`src/hdl/exec_pkg.sv`:
```
package exec_pkg;

	// ************************************************************
	// instruction word layout (12-bit program word)
	// ************************************************************
	localparam int INSTR_W        = 12;
	localparam int DATA_W         = 8;
	localparam int ADDR_W         = 5;
	localparam int BITPOS_W       = 3;

	// field positions
	localparam int NIBBLE_MSB     = 11;
	localparam int NIBBLE_LSB     = 8;
	localparam int OP6_MSB        = 11;
	localparam int OP6_LSB        = 6;
	localparam int LITERAL_MSB    = 7;
	localparam int LITERAL_LSB    = 0;
	localparam int BITPOS_MSB     = 7;
	localparam int BITPOS_LSB     = 5;
	localparam int ADDR_MSB       = 4;
	localparam int ADDR_LSB       = 0;
	localparam int DEST_BIT       = 5;

	// opcode patterns
	localparam logic [3:0] OPC_AND_LITERAL_ACC  = 4'he;
	localparam logic [3:0] OPC_BIT_CLEAR_FILE   = 4'h4;
	localparam logic [5:0] OPC_COMPLEMENT_FILE  = 6'h09;
	localparam logic [5:0] OPC_DECREMENT_FILE   = 6'h03;

	// destination select values
	localparam logic DEST_ACC  = 1'b0;
	localparam logic DEST_FILE = 1'b1;

	// reset values
	localparam logic [7:0] ACC_RESET  = 8'h00;
	localparam logic       ZERO_RESET = 1'b0;
	localparam logic [7:0] DATA_ZERO  = 8'h00;
	localparam logic [7:0] DATA_ONE   = 8'h01;
	localparam logic [4:0] ADDR_ZERO  = 5'h00;

	// execution timing: every supported instruction takes one cycle
	localparam int EXEC_CYCLES = 1;

	// one-hot operation kinds
	typedef enum logic [4:0] {
		OP_NONE              = 5'b00001,
		OP_AND_LITERAL_ACC   = 5'b00010,
		OP_BIT_CLEAR_FILE    = 5'b00100,
		OP_COMPLEMENT_FILE   = 5'b01000,
		OP_DECREMENT_FILE    = 5'b10000
	} op_kind_t;

endpackage

```
`src/hdl/decode_if.sv`:
```
`timescale 1ns/1ns
`default_nettype none

// decoded fields passed from the decoder to the execution stage
interface decode_if;
	exec_pkg::op_kind_t opKind;
	logic [7:0]         literal;
	logic [2:0]         bitPos;
	logic [4:0]         fileAddr;
	logic               destSel;
	logic               updZero;

	modport dec (output opKind, literal, bitPos, fileAddr, destSel,
		updZero);
	modport exe (input opKind, literal, bitPos, fileAddr, destSel,
		updZero);
endinterface

`default_nettype wire

```
`src/hdl/byte_logic_decrement_exec.sv`:
```
// How it works
// - 1110 kkkk kkkk: acc = acc AND literal k, zero flag, one cycle
// - 0100 bbbf ffff: clear selected file bit, no flags change, one cycle
// - bit-clear word holds 3-bit bit position then 5-bit file address
// - 0010 01df ffff: invert file register, zero flag, one cycle
// - 0000 11df ffff: file register minus one, zero flag, one cycle
// - complement and decrement: d=0 writes accumulator, d=1 file register
`timescale 1ns/1ns
`default_nettype none

module byte_logic_decrement_exec (
	input  wire logic        core_clk,
	input  wire logic        sys_rst,
	input  wire logic        clkEn,
	input  wire logic        instrValid,
	input  wire logic [11:0] instrWord,
	input  wire logic [7:0]  fileRdData,
	output logic             fileWrEn,
	output logic [4:0]       fileWrAddr,
	output logic [7:0]       fileWrData,
	output logic [7:0]       accumulator,
	output logic             zeroFlag,
	output logic             execDone,
	output logic             instrIgnored
);

	// ************************************************************
	// decode
	// ************************************************************
	// decoded fields travel together in one bundle
	decode_if decoded ();

	// field split and opcode match live in the small decoder
	instr_decode u_decode (
		.instrWord (instrWord),
		.dec       (decoded)
	);

	// ************************************************************
	// helper functions
	// ************************************************************
	// 8-bit zero test, shared by every flag-updating operation
	function automatic logic isZero(input logic [7:0] value);
		isZero = (value == exec_pkg::DATA_ZERO);
	endfunction

	// true when the destination bit routes a result to the accumulator;
	// complement and decrement both use it
	function automatic logic destIsAcc(input logic dest);
		destIsAcc = (dest == exec_pkg::DEST_ACC);
	endfunction

	// ************************************************************
	// bit clear, one lane per data bit
	// ************************************************************
	logic [7:0] clearedByte;

	// each lane passes its bit unless the position field points at it;
	// a lane compare keeps a shifter out of the read path
	for (genvar lane = 0; lane < exec_pkg::DATA_W; lane++) begin : g_clear
		assign clearedByte[lane] =
			(decoded.bitPos == 3'(lane)) ? 1'b0 : fileRdData[lane];
	end

	// ************************************************************
	// result computation
	// ************************************************************
	logic [7:0] result;
	logic       recognised;

	// one result path per operation; fileRdData must already reflect
	// the register at decoded.fileAddr in the same cycle
	// only the zero flag lives here; no other status bit is produced
	always_comb begin
		result     = exec_pkg::DATA_ZERO;
		recognised = 1'b1;
		case (decoded.opKind)
			exec_pkg::OP_AND_LITERAL_ACC: begin
				result = accumulator & decoded.literal;
			end
			exec_pkg::OP_BIT_CLEAR_FILE: begin
				result = clearedByte;
			end
			exec_pkg::OP_COMPLEMENT_FILE: begin
				result = ~fileRdData;
			end
			exec_pkg::OP_DECREMENT_FILE: begin
				// 00 wraps to ff, which also clears the zero flag
				result = fileRdData - exec_pkg::DATA_ONE;
			end
			default: begin
				recognised = 1'b0;
			end
		endcase
	end

	// ************************************************************
	// destination routing
	// ************************************************************
	logic toAcc;
	logic toFile;

	// literal-AND always lands in the accumulator and bit clear in the
	// file; the other two follow the destination bit
	always_comb begin
		toAcc  = 1'b0;
		toFile = 1'b0;
		case (decoded.opKind)
			exec_pkg::OP_AND_LITERAL_ACC: begin
				toAcc = 1'b1;
			end
			exec_pkg::OP_BIT_CLEAR_FILE: begin
				toFile = 1'b1;
			end
			exec_pkg::OP_COMPLEMENT_FILE,
			exec_pkg::OP_DECREMENT_FILE: begin
				toAcc  = destIsAcc(decoded.destSel);
				toFile = !destIsAcc(decoded.destSel);
			end
			default: begin
				toAcc  = 1'b0;
				toFile = 1'b0;
			end
		endcase
	end

	// ************************************************************
	// word acceptance
	// ************************************************************
	logic take;
	logic retire;

	// a word counts only on an enabled edge with valid high; anything
	// else holds the accumulator, flag and write address and data
	always_comb begin
		take   = clkEn && instrValid;
		retire = take && recognised;
	end

	// ************************************************************
	// accumulator and zero flag
	// ************************************************************
	logic [7:0] next_accumulator;
	logic       next_zeroFlag;

	// the result written here is seen by the very next word
	always_comb begin
		next_accumulator = accumulator;
		next_zeroFlag    = zeroFlag;
		if (retire && toAcc) begin
			next_accumulator = result;
		end
		// bit clear leaves the flag alone, so only updZero words touch it
		if (retire && decoded.updZero) begin
			next_zeroFlag = isZero(result);
		end
	end

	// clkEn low freezes the accumulator and flag with the rest
	always_ff @(posedge core_clk or posedge sys_rst) begin
		if (sys_rst) begin
			accumulator <= exec_pkg::ACC_RESET;
			zeroFlag    <= exec_pkg::ZERO_RESET;
		end else if (clkEn) begin
			accumulator <= next_accumulator;
			zeroFlag    <= next_zeroFlag;
		end
	end

	// ************************************************************
	// file register write port
	// ************************************************************
	logic       next_fileWrEn;
	logic [4:0] next_fileWrAddr;
	logic [7:0] next_fileWrData;

	// address and data hold after a write so the file side may sample
	// them late; only the strobe is a pulse
	always_comb begin
		next_fileWrEn   = 1'b0;
		next_fileWrAddr = fileWrAddr;
		next_fileWrData = fileWrData;
		if (retire && toFile) begin
			next_fileWrEn   = 1'b1;
			next_fileWrAddr = decoded.fileAddr;
			next_fileWrData = result;
		end
	end

	// a stalled core sees the strobe held rather than lost
	always_ff @(posedge core_clk or posedge sys_rst) begin
		if (sys_rst) begin
			fileWrEn   <= 1'b0;
			fileWrAddr <= exec_pkg::ADDR_ZERO;
			fileWrData <= exec_pkg::DATA_ZERO;
		end else if (clkEn) begin
			fileWrEn   <= next_fileWrEn;
			fileWrAddr <= next_fileWrAddr;
			fileWrData <= next_fileWrData;
		end
	end

	// ************************************************************
	// retire and ignore strobes
	// ************************************************************
	logic next_execDone;
	logic next_instrIgnored;

	// every supported word retires in exactly one enabled cycle;
	// unknown words are left to the rest of the core
	always_comb begin
		next_execDone     = retire;
		next_instrIgnored = take && !recognised;
	end

	// both are pulses of one enabled cycle
	always_ff @(posedge core_clk or posedge sys_rst) begin
		if (sys_rst) begin
			execDone     <= 1'b0;
			instrIgnored <= 1'b0;
		end else if (clkEn) begin
			execDone     <= next_execDone;
			instrIgnored <= next_instrIgnored;
		end
	end

endmodule

`default_nettype wire

```
`src/hdl/instr_decode.sv`:
```
`timescale 1ns/1ns
`default_nettype none

module instr_decode (
	input  wire logic [11:0] instrWord,
	decode_if.dec            dec
);

	// ************************************************************
	// field extraction and opcode match
	// ************************************************************
	// pure combinational; the caller registers everything it drives out
	always_comb begin
		dec.literal  = instrWord[exec_pkg::LITERAL_MSB:exec_pkg::LITERAL_LSB];
		dec.bitPos   =
			instrWord[exec_pkg::BITPOS_MSB:exec_pkg::BITPOS_LSB];
		dec.fileAddr =
			instrWord[exec_pkg::ADDR_MSB:exec_pkg::ADDR_LSB];
		dec.destSel  = instrWord[exec_pkg::DEST_BIT];
		dec.opKind   = exec_pkg::OP_NONE;
		dec.updZero  = 1'b0;
		if (instrWord[exec_pkg::NIBBLE_MSB:exec_pkg::NIBBLE_LSB]
				== exec_pkg::OPC_AND_LITERAL_ACC) begin
			dec.opKind  = exec_pkg::OP_AND_LITERAL_ACC;
			dec.updZero = 1'b1;
		end else if (instrWord[exec_pkg::NIBBLE_MSB:exec_pkg::NIBBLE_LSB]
				== exec_pkg::OPC_BIT_CLEAR_FILE) begin
			dec.opKind  = exec_pkg::OP_BIT_CLEAR_FILE;
			dec.updZero = 1'b0;
		end else if (instrWord[exec_pkg::OP6_MSB:exec_pkg::OP6_LSB]
				== exec_pkg::OPC_COMPLEMENT_FILE) begin
			dec.opKind  = exec_pkg::OP_COMPLEMENT_FILE;
			dec.updZero = 1'b1;
		end else if (instrWord[exec_pkg::OP6_MSB:exec_pkg::OP6_LSB]
				== exec_pkg::OPC_DECREMENT_FILE) begin
			dec.opKind  = exec_pkg::OP_DECREMENT_FILE;
			dec.updZero = 1'b1;
		end
	end

endmodule

`default_nettype wire

```
`config.mk`:
```
export PLATFORM = sky130hd
export DESIGN_NAME = byte_logic_decrement_exec
export DESIGN_NICKNAME = d
export VERILOG_FILES = /design/src/hdl/exec_pkg.sv /design/src/hdl/decode_if.sv /design/src/hdl/byte_logic_decrement_exec.sv /design/src/hdl/instr_decode.sv
export SDC_FILE = /design/constraint.sdc
export NUM_CORES = 1
export LEC_CHECK = 0
export BUFFER_PORTS_ARGS = -buffer_cell sky130_fd_sc_hd__buf_4
export CAP_MARGIN = 20
export CORE_MARGIN = 8
export CORE_UTILIZATION = 47
export DETAILED_ROUTE_END_ITERATION = 10
export GPL_ROUTABILITY_DRIVEN = 1
export PLACE_DENSITY = 0.79
export SYNTH_ARGS = -nofsm -noshare
export SYNTH_HDL_FRONTEND = slang
export SYNTH_HIERARCHICAL = 1
export SYNTH_SLANG_ARGS = --single-unit
```
`constraint.sdc`:
```
create_clock -name core_clk -period 1.6 [get_ports core_clk]
set_input_delay 0.32 -clock core_clk [delete_from_list [all_inputs] [get_ports core_clk]]
set_output_delay 0.32 -clock core_clk [all_outputs]
set_load 0.01 [all_outputs]
```
# ---- Word level (Yosys, flattened, before mapping)
# Index checks and enable logic that the tools add are counted.
# W data, S select, Z words.
dict set report op_classes {
  eq_ne 15
  muxes 21
  n_mul 0
  div 0
  n_addsub 1
  bitwise 3
  reduce_logical 14
  n_lt_le_gt_ge 0
  shifts 0
}
# operator n
set ops {}
lappend ops {{$pmux W8 S4} 1}
lappend ops {{$mux W5} 4}
lappend ops {{$mux W1} 14}
lappend ops {{$eq A3 B3 Y1 const B} 4}
lappend ops {{$and A8 B8 Y8} 1}
lappend ops {{$logic_not A8 Y1} 1}
lappend ops {{$not A8 Y8} 1}
lappend ops {{$sub A8 B1 Y8 const B} 1}
lappend ops {{$eq A3 B2 Y1 const B} 2}
lappend ops {{$eq A6 B2 Y1 const B} 1}
lappend ops {{$eq A6 B4 Y1 const B} 1}
lappend ops {{$logic_and A1 B1 Y1} 6}
lappend ops {{$reduce_and A2 Y1} 3}
lappend ops {{$eq A5 B2 Y1 const B} 1}
lappend ops {{$eq A5 B3 Y1 const B} 1}
lappend ops {{$eq A5 B4 Y1 const B} 1}
lappend ops {{$eq A5 B5 Y1 const B} 1}
lappend ops {{$eq A4 B3 Y1 const B} 1}
lappend ops {{$eq A4 B4 Y1 const B} 1}
lappend ops {{$pmux W1 S2} 2}
lappend ops {{$reduce_or A4 Y1} 1}
lappend ops {{$eq A3 B1 Y1 const B} 1}
lappend ops {{$logic_not A3 Y1} 1}
lappend ops {{$reduce_or A2 Y1} 1}
lappend ops {{other kinds (2)} 2}
dict set report word_totals {
  mem_count 0
  ff_bits 25
  latch_bits 0
  rom_bits 0
  inputBits 24
  mem_bits_rw 0
  elab_cells 61
  out_inout_bits 25
}

# ---- Depth between registers and ports, before layout
# Gate-level depths: netlist of run 1.
dict set report logic_depth {
  ltp_word 11
  ltp_mapped 10
  mapped_depth_nobuf 9
}

# ---- Cells and area by module
# The synthesis of run 1 kept the hierarchy.
# mod cells_per_inst area_each_um2 instances seq_area_each_um2
set modules_own_cells {}
lappend modules_own_cells {byte_logic_decrement_exec 144 1506.4 1 625.6}
lappend modules_own_cells {instr_decode 33 237.7 1 0.0}

# ---- Worst setup path after synthesis of run 1
# OpenSTA, ideal clock, no wires.
dict set report synth_path {
  path_kind {input to register}
  start {input instrWord[9]}
  end {register zeroFlag}
  t_required_ns 1.496
  setup_slack_ns -1.210
  cell_stages 9
  n_path_buf 1
  arrival_ns 2.707
  setup_ns 0.104
  path_cell_list {and2b_2 nor4b_1 nor3_2 and3b_1 buf_6 and3_4 a211o_1 or4_1 o41ai_2}
}
dict set report synth_via {
  elab_chain_cells 11
  elab_cells_between_ends 23
  cone_classes {eq/ne (8); mux (10); reduce/logical (5)}
}
# element line_no
set synth_rtl {}
lappend synth_rtl {{start, declared} byte_logic_decrement_exec.sv:16} ;# input wire logic [11:0] instrWord,
lappend synth_rtl {{$eq A6 B2 Y1} instr_decode.sv:35} ;# == exec_pkg::OPC_DECREMENT_FILE) begin
lappend synth_rtl {{$mux W5} instr_decode.sv:34} ;# end else if (instrWord[exec_pkg::OP6_MSB:exec_pkg::OP6_LSB]
lappend synth_rtl {{$mux W5} instr_decode.sv:30} ;# end else if (instrWord[exec_pkg::OP6_MSB:exec_pkg::OP6_LSB]
lappend synth_rtl {{$mux W5} instr_decode.sv:26} ;# end else if (instrWord[exec_pkg::NIBBLE_MSB:exec_pkg::NIBBLE_LSB]
lappend synth_rtl {{$mux W5 *} instr_decode.sv:22} ;# if (instrWord[exec_pkg::NIBBLE_MSB:exec_pkg::NIBBLE_LSB]
lappend synth_rtl {{via decoded.opKind[4]} decode_if.sv:6} ;# exec_pkg::op_kind_t opKind;
lappend synth_rtl {{$eq A5 B4 Y1 (tied with other cells)} byte_logic_decrement_exec.sv:77} ;# case (decoded.opKind)
lappend synth_rtl {{$reduce_or A4 Y1 (no line)} --}
lappend synth_rtl {{$mux W1} byte_logic_decrement_exec.sv:77}
lappend synth_rtl {{$logic_and A1 B1 Y1} byte_logic_decrement_exec.sv:137} ;# retire = take && recognised;
lappend synth_rtl {{$logic_and A1 B1 Y1} byte_logic_decrement_exec.sv:154} ;# if (retire && decoded.updZero) begin
lappend synth_rtl {{$reduce_and A2 Y1 (no line)} --}
lappend synth_rtl {{end signal, assigned} byte_logic_decrement_exec.sv:163} ;# zeroFlag <= exec_pkg::ZERO_RESET;
lappend synth_rtl {{end signal, assigned} byte_logic_decrement_exec.sv:166} ;# zeroFlag <= next_zeroFlag;
lappend synth_rtl {{end, declared} byte_logic_decrement_exec.sv:22} ;# output logic zeroFlag,
# The timed path passes the listed nets; every way through them passes the cells marked *.
# A chain may end at the register's enable or synchronous reset.

# ---- Final worst setup path of run 1
dict set report layout_path {
  start {input instrWord[7]}
  end {register zeroFlag}
}
dict set report layout_via {
  elab_chain_cells 11
  elab_cells_between_ends 38
  cone_classes {eq/ne (13); mux (18); bitwise (1); reduce/logical (6)}
}
# element line_no
set layout_rtl {}
lappend layout_rtl {{$eq A6 B2 Y1} instr_decode.sv:35}
lappend layout_rtl {{$mux W5} instr_decode.sv:34}
lappend layout_rtl {{$mux W5 *} instr_decode.sv:30}
lappend layout_rtl {{$mux W5 *} instr_decode.sv:26}
lappend layout_rtl {{$mux W5 *} instr_decode.sv:22}
lappend layout_rtl {{via decoded.opKind[0]} decode_if.sv:6}
lappend layout_rtl {{$eq A5 B4 Y1 (tied with other cells)} byte_logic_decrement_exec.sv:77}
lappend layout_rtl {{$reduce_or A4 Y1 (no line)} --}
lappend layout_rtl {{$mux W1} byte_logic_decrement_exec.sv:77}
lappend layout_rtl {{$logic_and A1 B1 Y1} byte_logic_decrement_exec.sv:137}
lappend layout_rtl {{$logic_and A1 B1 Y1} byte_logic_decrement_exec.sv:154}
lappend layout_rtl {{$reduce_and A2 Y1 (no line)} --}
# Marked as above.

==> results.json, run 1 <==
{
  "area_delta_synth_final_pct": 56.2,
  "synth-edff-count": 0,
  "wl_met2_um": 2670,
  "switchingPower_uw": 332,
  "cts_tree": "done",
  "gp_congestion": 0.870,
  "clock_latency_ns": 0.27,
  "wirelength_um": 5420,
  "swShare_pct": 25.7,
  "layout_commonest_cell": "buf_4",
  "dpl.hpwl_um": 3860,
  "wire_per_inst_um": 17.3,
  "ys_top_cells_by_area": "dfrtp_1 36%, mux2_2 14%, buf_4 7.7%, o21ai_0 2.9%, inv_1 1.9%",
  "min_period_over_period_pct": 149,
  "async_reset_ff_share_pct": 100,
  "crit_arrival_ns": 2.57,
  "whs_ns": 0.0910,
  "layout_common_cells": "98 x buf_4, 25 x dfrtp_1, 14 x mux2_4",
  "syn-mean-instance-area_um2": 9.85,
  "drv_cap": 0,
  "slew_headroom_pct": 72.1,
  "highest_layer": "met4",
  "route.detailed.drc": 0,
  "drtIter0Drc": 121,
  "violations": "setup timing",
  "rr_worst_depth": 5,
  "power_frac_seq_pct": 49.6,
  "period_minus_slack_ns": 2.39,
  "slew_viol_final": 0,
  "status": "finished, violations left",
  "clk_pin_slew_ns": 0.09,
  "synth_cells": 177,
  "syn-cell-area_mm2": 0.00174,
  "synth_top_cell_by_area": "dfrtp_1",
  "via_per_inst": 5.58,
  "hold_buffers": 0,
  "dp_cells": 298,
  "root_buffer": "clkbuf_8",
  "leakage_nw": 1.38,
  "die_y_um": 76.9,
  "grt_usage_pct": 17.8,
  "nFillCells": 254,
  "setup_violations": 25,
  "die_width_um": 76.9,
  "coreArea_mm2": 0.00361,
  "drive_above_1_share_pct": 60.4,
  "grt_overflow": 0,
  "cts-buffers-inserted": 3,
  "synth_nets": 202,
  "finalNetCount": 291,
  "worst-slew-pin-transition_ns": 0.415,
  "synth_top_cell_area_share_pct": 35.9,
  "grt_pass1_vias": 1858,
  "n_antenna_cell": 0,
  "synth-seq-cells": 25,
  "path_max_fanout": 6,
  "clockBufferDepth": 2,
  "setup_tns_ns": -14.26,
  "h-tree-depth": 1,
  "fin_skew_ns": 0.00812,
  "fin_util_pct": 75.5,
  "fin_cells": 313,
  "num_vias": 1745,
  "cp-start-kind": "input pin",
  "grt_pass1_wl_um": 8760,
  "setup_slack_ns": -0.790,
  "powerDensity_mw_per_mm2": 475,
  "synth_cell_types": 56,
  "portBuffers": 48,
  "first_pass_iters": 4,
  "ir_worst_vdd_uv": 472,
  "met1Wirelength_um": 2340,
  "dieArea_mm2": 0.00592,
  "max_freq_mhz": 418,
  "cts.sinks": 25,
  "synth_top_flop_cell": "dfrtp_1",
  "yosysSeqAreaShare_pct": 35.9,
  "grt_start_max_net_pins": 26,
  "internal_power_uw": 960,
  "grt_setup_unrepaired": "true",
  "ys_warn_count": 6,
  "io_pins": 49,
  "pwr-share-comb_pct": 21.6,
  "hold_class": "in2async",
  "power_mw": 1.29,
  "crit_required_ns": 1.78,
  "ant_nets": 0,
  "antenna_found_initial": 0,
  "hold_viol_final": 0,
  "path_class": "in2reg",
  "p_clk_share_pct": 28.8,
  "row_count": 22,
  "critPathCaptureType": "flop",
  "wl_met3_um": 351,
  "start_util_pct": 48.4
}
==> power groups by stage <==
stage	clock network [mW]	logic, mW	registers, mW
3_5_place_dp	0	0.235	0.653
6_report	0.373	0.279	0.641
5_1_grt	0.408	0.298	0.642
3_3_place_gp	0	0.232	0.653
4_1_cts	0.381	0.261	0.641
2_1_floorplan	0	0.121	0.656
==> cell type report <==
type                    instances  area (µm²)  share of cell area (%)
well taps                      48        60.1                    2.20
flip-flops and latches         25         626                    23.0
repair buffers                104         815                    29.9
multi-input cells             123        1140                    42.0
clock buffers                   4        45.0                    1.65
inverters                       9        33.8                    1.24
==> registers in the layout, indices dropped and copies added (netlist names) <==
name	count
accumulator	8
execDone	1
fileWrAddr	5
fileWrData	8
fileWrEn	1
instrIgnored	1
zeroFlag	1
==> Yosys cell counts (all sizes together) (2+ instances only) <==
cell	instances
a21o	2
nor3	4
nand2	9
inv	9
dfrtp	25
o21ai	11
and2b	2
o211ai	2
nor3b	2
a211o	3
or3b	2
or3	3
nand3	6
o22ai	4
nor4	2
nand3b	2
xor2	3
nand2b	3
a21oi	3
mux2	21
nor4b	2
nor2b	2
buf	19
xnor2	2
nor2	8
and3	4
==> logic make-up (layout without fill, tap and decap cells) <==
family | Yosys count | in the layout | share of synthesized area, %
flops | 25 | 25 | 35.9
fa+ha+maj | 1 | 1 | 0.717
mux | 21 | 21 | 13.6
compound gates | 39 | 39 | 16.9
xor+xnor | 5 | 5 | 2.51
simple gates | 57 | 57 | 19.8
buf+inv | 29 | 117 | 10.6
==> path summary, 6_finish.rpt <==
path | from | slack, ns | end
worst max-delay path | instrWord[7] | -0.79 | zeroFlag
worst min-delay path | sys_rst | 0.09 | zeroFlag
worst max register to register | accumulator[1] | -0.16 | zeroFlag
worst min register to register | fileWrEn | 0.50 | fileWrEn
max in group asynchronous | sys_rst | 1.26 | accumulator[3]
min in group core_clk | clkEn | 0.28 | instrIgnored
==> stage by stage <==
step	setup WS (ns)	cell area, µm²
final	-0.790	2720
after global routing	-0.838	2720
after CTS	-0.750	2690
after detailed placement	-1.11	2410
after global placement	-1.04	2410
after floorplan	-0.831	1790
==> per-layer routing <==
metal,vias to the layer above,global-route usage (%)
li1,816,-
met1,849,20.5
met2,71,31.5
met3,9,4.66
met4,0,4.81
met5,-,0
==> worst max-delay path, stage by stage <==
cell and delay [ns]:
buf_6 0.11, and2b_2 0.20, o21ai_1 0.15, a221o_1 0.24, nor3_2 0.09, and3b_2 0.30, and3_4 0.17, a2111o_1 0.27
or4_1 0.52, o41ai_2 0.20
==> timing repair <==
item,4_1_cts,5_1_grt
gates cloned,1,0
pin swaps,10,6
endpoints found under the setup margin,25,25
gates resized for setup,39,11
buffers inserted,10,5
(Power assumes the default switching activity.)
==> inputs of run 2 (changes only) <==
BUFFER_PORTS_ARGS = default   (was -buffer_cell sky130_fd_sc_hd__buf_4)
CORE_MARGIN = default   (was 8)
CORE_UTILIZATION = 57   (was 47)
DONT_BUFFER_PORTS = 1   (was default)
PLACE_DENSITY = 0.78   (was 0.79)
==> run 2 against run 1 <==
Against the previous run: the run ends with DRC, setup timing left; critical endpoint unchanged; sequential power hardly changed; sequential share of layout area is 1.8 points higher; first-iteration DRC count is 28% higher; largest cell class unchanged; non-clock buffer count is 36 lower.
==> results.json, run 2 (same netlist as run 1, synthesis figures left out) <==
{
  "finalNetCount": 255,
  "wire_per_inst_um": 22.7,
  "grt_setup_unrepaired": "true",
  "first_pass_iters": 8,
  "powerDensity_mw_per_mm2": 460,
  "multi_input_area_mm2": 0.00123,
  "die_y_um": 57.3,
  "via_per_inst": 6.64,
  "ant_nets": 0,
  "setup_slack_ns": -0.715,
  "clockBufferDepth": 2,
  "num_vias": 1727,
  "worstPathCellList": "clkinvlp_4 -> o21ai_0 -> a221o_1 -> nor3_4 -> buf_4 -> nand3b_1 -> buf_4 -> buf_4 -> o22a_1 -> o211ai_1 -> or4_4 -> o41ai_4",
  "grt_pass1_vias": 1656,
  "clk_pin_slew_ns": 0.15,
  "reg2reg_to": "zeroFlag",
  "root_buffer": "clkbuf_4",
  "fin_util_pct": 89.4,
  "r2r-start": "accumulator[1]",
  "dpl.hpwl_um": 3530,
  "seq_area_um2": 626,
  "nFillCells": 122,
  "cts_tree": "done",
  "max_stage_delay_ns": 0.52,
  "n_antenna_cell": 0,
  "portBuffers": 0,
  "wirelength_um": 5900,
  "slew_headroom_pct": 69.5,
  "rr_worst_depth": 5,
  "coreArea_mm2": 0.00283,
  "drtIter0Drc": 155,
  "dp_cells": 234,
  "leakage_nw": 1.24,
  "crit_required_ns": 1.86,
  "violations": "DRC, setup timing",
  "hold_end": "execDone",
  "max_freq_mhz": 432,
  "status": "finished, violations left",
  "route.detailed.drc": 4,
  "clock_latency_ns": 0.35,
  "cts.sinks": 25,
  "cts-buffers-inserted": 3,
  "path_class": "in2reg",
  "grt_usage_pct": 31.0,
  "row_count": 19,
  "start_util_pct": 61.7,
  "area_delta_synth_final_pct": 45.0,
  "fin_skew_ns": 0.00263,
  "setup_violations": 25,
  "drive_above_1_share_pct": 57.2,
  "io_pins": 49,
  "antenna_found_initial": 0,
  "hold_viol_final": 0,
  "place_area_mm2": 0.00202,
  "min_period_over_period_pct": 145,
  "worst-slew-pin-transition_ns": 0.454,
  "layout_common_cells": "54 x buf_4, 25 x dfrtp_1, 17 x mux2_4",
  "ir_worst_vdd_uv": 530,
  "critPathCaptureType": "flop",
  "grt_pass1_wl_um": 7680,
  "gp_congestion": 0.944,
  "reg.largest.list": "accumulator: 8 flops, fileWrData: 8 flops, fileWrAddr: 5 flops",
  "crit_top_cell": "buf_4",
  "grt_start_max_net_pins": 26,
  "path_max_fanout": 5,
  "fin_cells": 260,
  "hold_class": "in2reg",
  "whs_path_depth": 1,
  "dieArea_mm2": 0.00329,
  "worst_path_max_delay_cell": "or4_4",
  "ff2ff_setup_slack_ns": -0.19,
  "finalInstanceArea_mm2": 0.00253,
  "drv_cap": 0,
  "cp-start-kind": "input pin",
  "die_width_um": 57.3,
  "layout_commonest_cell": "buf_4",
  "h-tree-depth": 1,
  "period_minus_slack_ns": 2.32,
  "grt_overflow": 0,
  "slew_viol_final": 0,
  "crit_arrival_ns": 2.58,
  "hp-start": "clkEn"
}
-- run 2: timing repair --
action | in CTS | in global routing
hold buffers | 1 | 0
hold endpoints to repair | 25 | 0
endpoints found under the setup margin | 24 | 25
pin swaps | 8 | 15
resized for setup | 25 | 43
setup buffers | 5 | 16
-- run 2: worst max-delay path by stage --
stage | start | to | slack (ns) | cells after the start
5_1_grt | instrWord[9] | zeroFlag | -0.82 | 12
3_3_place_gp | instrWord[7] | zeroFlag | -0.90 | 9
6_report | instrWord[9] | zeroFlag | -0.72 | 12
4_1_cts | instrWord[10] | zeroFlag | -0.56 | 9
3_5_place_dp | instrWord[9] | zeroFlag | -0.98 | 10
2_1_floorplan | instrWord[9] | zeroFlag | -0.83 | 10
-- run 2: area by class of cell --
class | count | area share, %
repair buffers | 68 | 22.6
flip-flops and latches | 25 | 24.7
clock inverters | 1 | 0.297
multi-input cells | 123 | 48.5
inverters | 9 | 1.48
clock buffers | 3 | 0.891
well taps | 31 | 1.53
-- run 2: per-layer routing --
metal	up-vias	share of wire [%]	track usage [%]
met5	-	0	0
met4	0	3.9	15.0
met3	27	9.1	5.67
met2	111	48	52.3
met1	849	39	38.4
li1	740	-	-
-- run 2: where the power goes --
part	leakage, nW	internal [mW]	switching (mW)	total (mW)
logic	0.875	0.107	0.0943	0.201
registers	0.347	0.638	0.00640	0.644
clock network	0.0139	0.0963	0.223	0.319
-- run 2: stage by stage --
| step | total power [mW] | TNS, ns | hold slack, ns | worst slack (ns) |
|---|---|---|---|---|
| detailed placement | 0.797 | -20.44 | 0.286 | -0.975 |
| global placement | 0.792 | -19.49 | 0.271 | -0.899 |
| finish | 1.16 | -12.44 | 0.0233 | -0.715 |
| CTS | 1.12 | -10.42 | 0.0583 | -0.565 |
| global route | 1.19 | -14.62 | 0.0312 | -0.817 |
| floorplan | 0.776 | -15.80 | 0.347 | -0.831 |
-- run 2: worst max-delay path, delay by kind of cell --
| family | cells | cell delay, ns |
|---|---|---|
| simple gates | 3 | 0.71 |
| compound gates | 5 | 1.05 |
| buf+inv | 4 | 0.48 |
==> inputs of run 3 (changes only) <==
GPL_TIMING_DRIVEN = 0   (was default)
==> run 3 against run 2 <==
Against the previous run: the flow still finishes with violations (DRC, setup timing); sequential cell count is the same; count of clock-buffer cells in the layout is the same; via count shrank 9.8%; setup slack gained 0.025 ns; global-route usage shrank 1.9 points; clock skew grew 0.0070 ns; hold slack gained 0.044 ns; first-iteration DRC count shrank 56%; maximum frequency grew 1.1%; final area shrank 9.0%; critical path type unchanged; largest cell class unchanged.
==> results.json, run 3 (same netlist as run 1, synthesis figures left out) <==
{
  "path_class": "in2reg",
  "reg2reg_to": "zeroFlag",
  "root_buffer": "clkbuf_4",
  "layout_commonest_cell": "buf_4",
  "coreArea_mm2": 0.00283,
  "portBuffers": 0,
  "worstPathCellList": "nand2b_4 -> nor4b_4 -> buf_4 -> nor3_4 -> and3b_1 -> buf_6 -> and3_4 -> a211o_1 -> or4_4 -> o41ai_4",
  "io_pins": 49,
  "dp_cells": 208,
  "r2r-start": "accumulator[1]",
  "clockBufferDepth": 2,
  "grt_setup_unrepaired": "true",
  "violations": "DRC, setup timing",
  "whs_ns": 0.0672,
  "reg.largest.list": "accumulator: 8 flops, fileWrData: 8 flops, fileWrAddr: 5 flops",
  "grt_pass1_wl_um": 7270,
  "wirelength_um": 4870,
  "fin_cells": 238,
  "ir_worst_vdd_uv": 359,
  "antenna_found_initial": 0,
  "hold_end": "execDone",
  "cts-buffers-inserted": 3,
  "powerDensity_mw_per_mm2": 488,
  "nFillCells": 179,
  "path_max_fanout": 7,
  "grt_usage_pct": 29.1,
  "drtIter0Drc": 68,
  "clock_latency_ns": 0.32,
  "layout_common_cells": "37 x buf_4, 25 x dfrtp_1, 13 x mux2_4",
  "max_freq_mhz": 437,
  "ff2ff_setup_slack_ns": -0.24,
  "area_delta_synth_final_pct": 31.9,
  "grt_start_max_net_pins": 26,
  "row_count": 19,
  "hold_buffers": 0,
  "critPathCaptureType": "flop",
  "n_antenna_cell": 0,
  "cp-start-kind": "input pin",
  "cts.sinks": 25,
  "hp-start": "clkEn",
  "rr_worst_depth": 5,
  "drive_above_1_share_pct": 52.7,
  "slew_headroom_pct": 37.9,
  "dpl.hpwl_um": 3040,
  "num_vias": 1557,
  "cts_tree": "done",
  "first_pass_iters": 7,
  "fin_skew_ns": 0.00966,
  "slew_viol_final": 0,
  "worst_path_max_delay_cell": "or4_4",
  "hold_viol_final": 0,
  "min_period_over_period_pct": 143,
  "cpLargestDelayFamily": "simple AND/OR/NAND/NOR gates",
  "ant_nets": 0,
  "grt_overflow": 0,
  "pre_cts_slack_ns": -1.19,
  "setup_slack_ns": -0.690,
  "drv_cap": 0,
  "hold_class": "in2reg",
  "wire_per_inst_um": 20.5,
  "via_per_inst": 6.54,
  "gp_congestion": 0.900,
  "crit_required_ns": 1.82,
  "setup_violations": 25,
  "power_mw": 1.12,
  "route.detailed.drc": 4,
  "dieArea_mm2": 0.00329,
  "grt_pass1_vias": 1540,
  "whs_path_depth": 1,
  "clk_pin_slew_ns": 0.13,
  "crit_arrival_ns": 2.51,
  "start_util_pct": 61.7,
  "finalNetCount": 233,
  "worst-slew-pin-transition_ns": 0.931,
  "worst-path-buf-inv": 2,
  "die_width_um": 57.3,
  "die_y_um": 57.3,
  "max_stage_delay_ns": 0.55,
  "leakage_nw": 1.10,
  "period_minus_slack_ns": 2.29,
  "status": "finished, violations left",
  "h-tree-depth": 1
}
-- run 3: cell types whose count changed in the layout (fill, tap and decap cells not counted), sizes merged --
| cell | before | now |
|---|---|---|
| inv | 8 | 9 |
| clkinvlp | 2 | 0 |
| clkbuf | 3 | 4 |
| buf | 67 | 45 |
| clkinv | 0 | 1 |
| dlygate4sd3 | 1 | 0 |
-- run 3: layout make-up --
class	count	area [µm²]	share of cell area (%)
Multi-Input combinational cell	123	1190	51.8
Sequential cell	25	626	27.2
Timing Repair Buffer	26	225	9.79
Buffer	20	159	6.91
Tap cell	31	38.8	1.69
Inverter	9	33.8	1.47
Clock buffer	3	22.5	0.979
Clock inverter	1	5.00	0.218
-- run 3: how the worst max path moves through the flow --
stage | start | to | slack (ns) | cells past startpoint
finish | instrWord[10] | zeroFlag | -0.69 | 10
global route | instrWord[9] | fileWrAddr[0] | -0.78 | 10
CTS | instrWord[10] | zeroFlag | -0.65 | 10
detailed placement | instrWord[10] | fileWrData[5] | -1.19 | 8
global placement | instrWord[10] | fileWrData[6] | -1.13 | 8
floorplan | instrWord[9] | zeroFlag | -0.83 | 10
-- run 3: metrics by stage --
step	TNS [ns]	area, µm²	utilization, %
2_1_floorplan	-15.80	1790	-
3_3_place_gp	-23.44	1830	64.7
3_5_place_dp	-24.17	1830	64.7
4_1_cts	-11.46	2100	74.4
5_1_grt	-15.04	2300	81.3
6_report	-13.47	2300	81.3
-- run 3: where the power goes --
part	switching (mW)	total, mW	internal [mW]	leakage (nW)
Combinational	0.0928	0.194	0.101	0.730
Sequential	0.00745	0.645	0.638	0.347
Clock	0.190	0.283	0.0934	0.0177
Total	0.290	1.12	0.832	1.10
-- run 3: repair_timing --
item                                    in CTS  in global routing
endpoints found under the hold margin        0                  0
pin swaps                                    6                 11
setup buffers                               16                 10
gates resized for setup                     30                 27
endpoints found under the setup margin      24                 25
-- run 3: routing by layer --
metal	track usage [%]	vias up	share of wire (%)
met5	0	-	0
met4	7.32	0	1.2
met3	4.76	8	9.2
met2	50.6	89	50
met1	37.8	754	39
li1	-	706	-
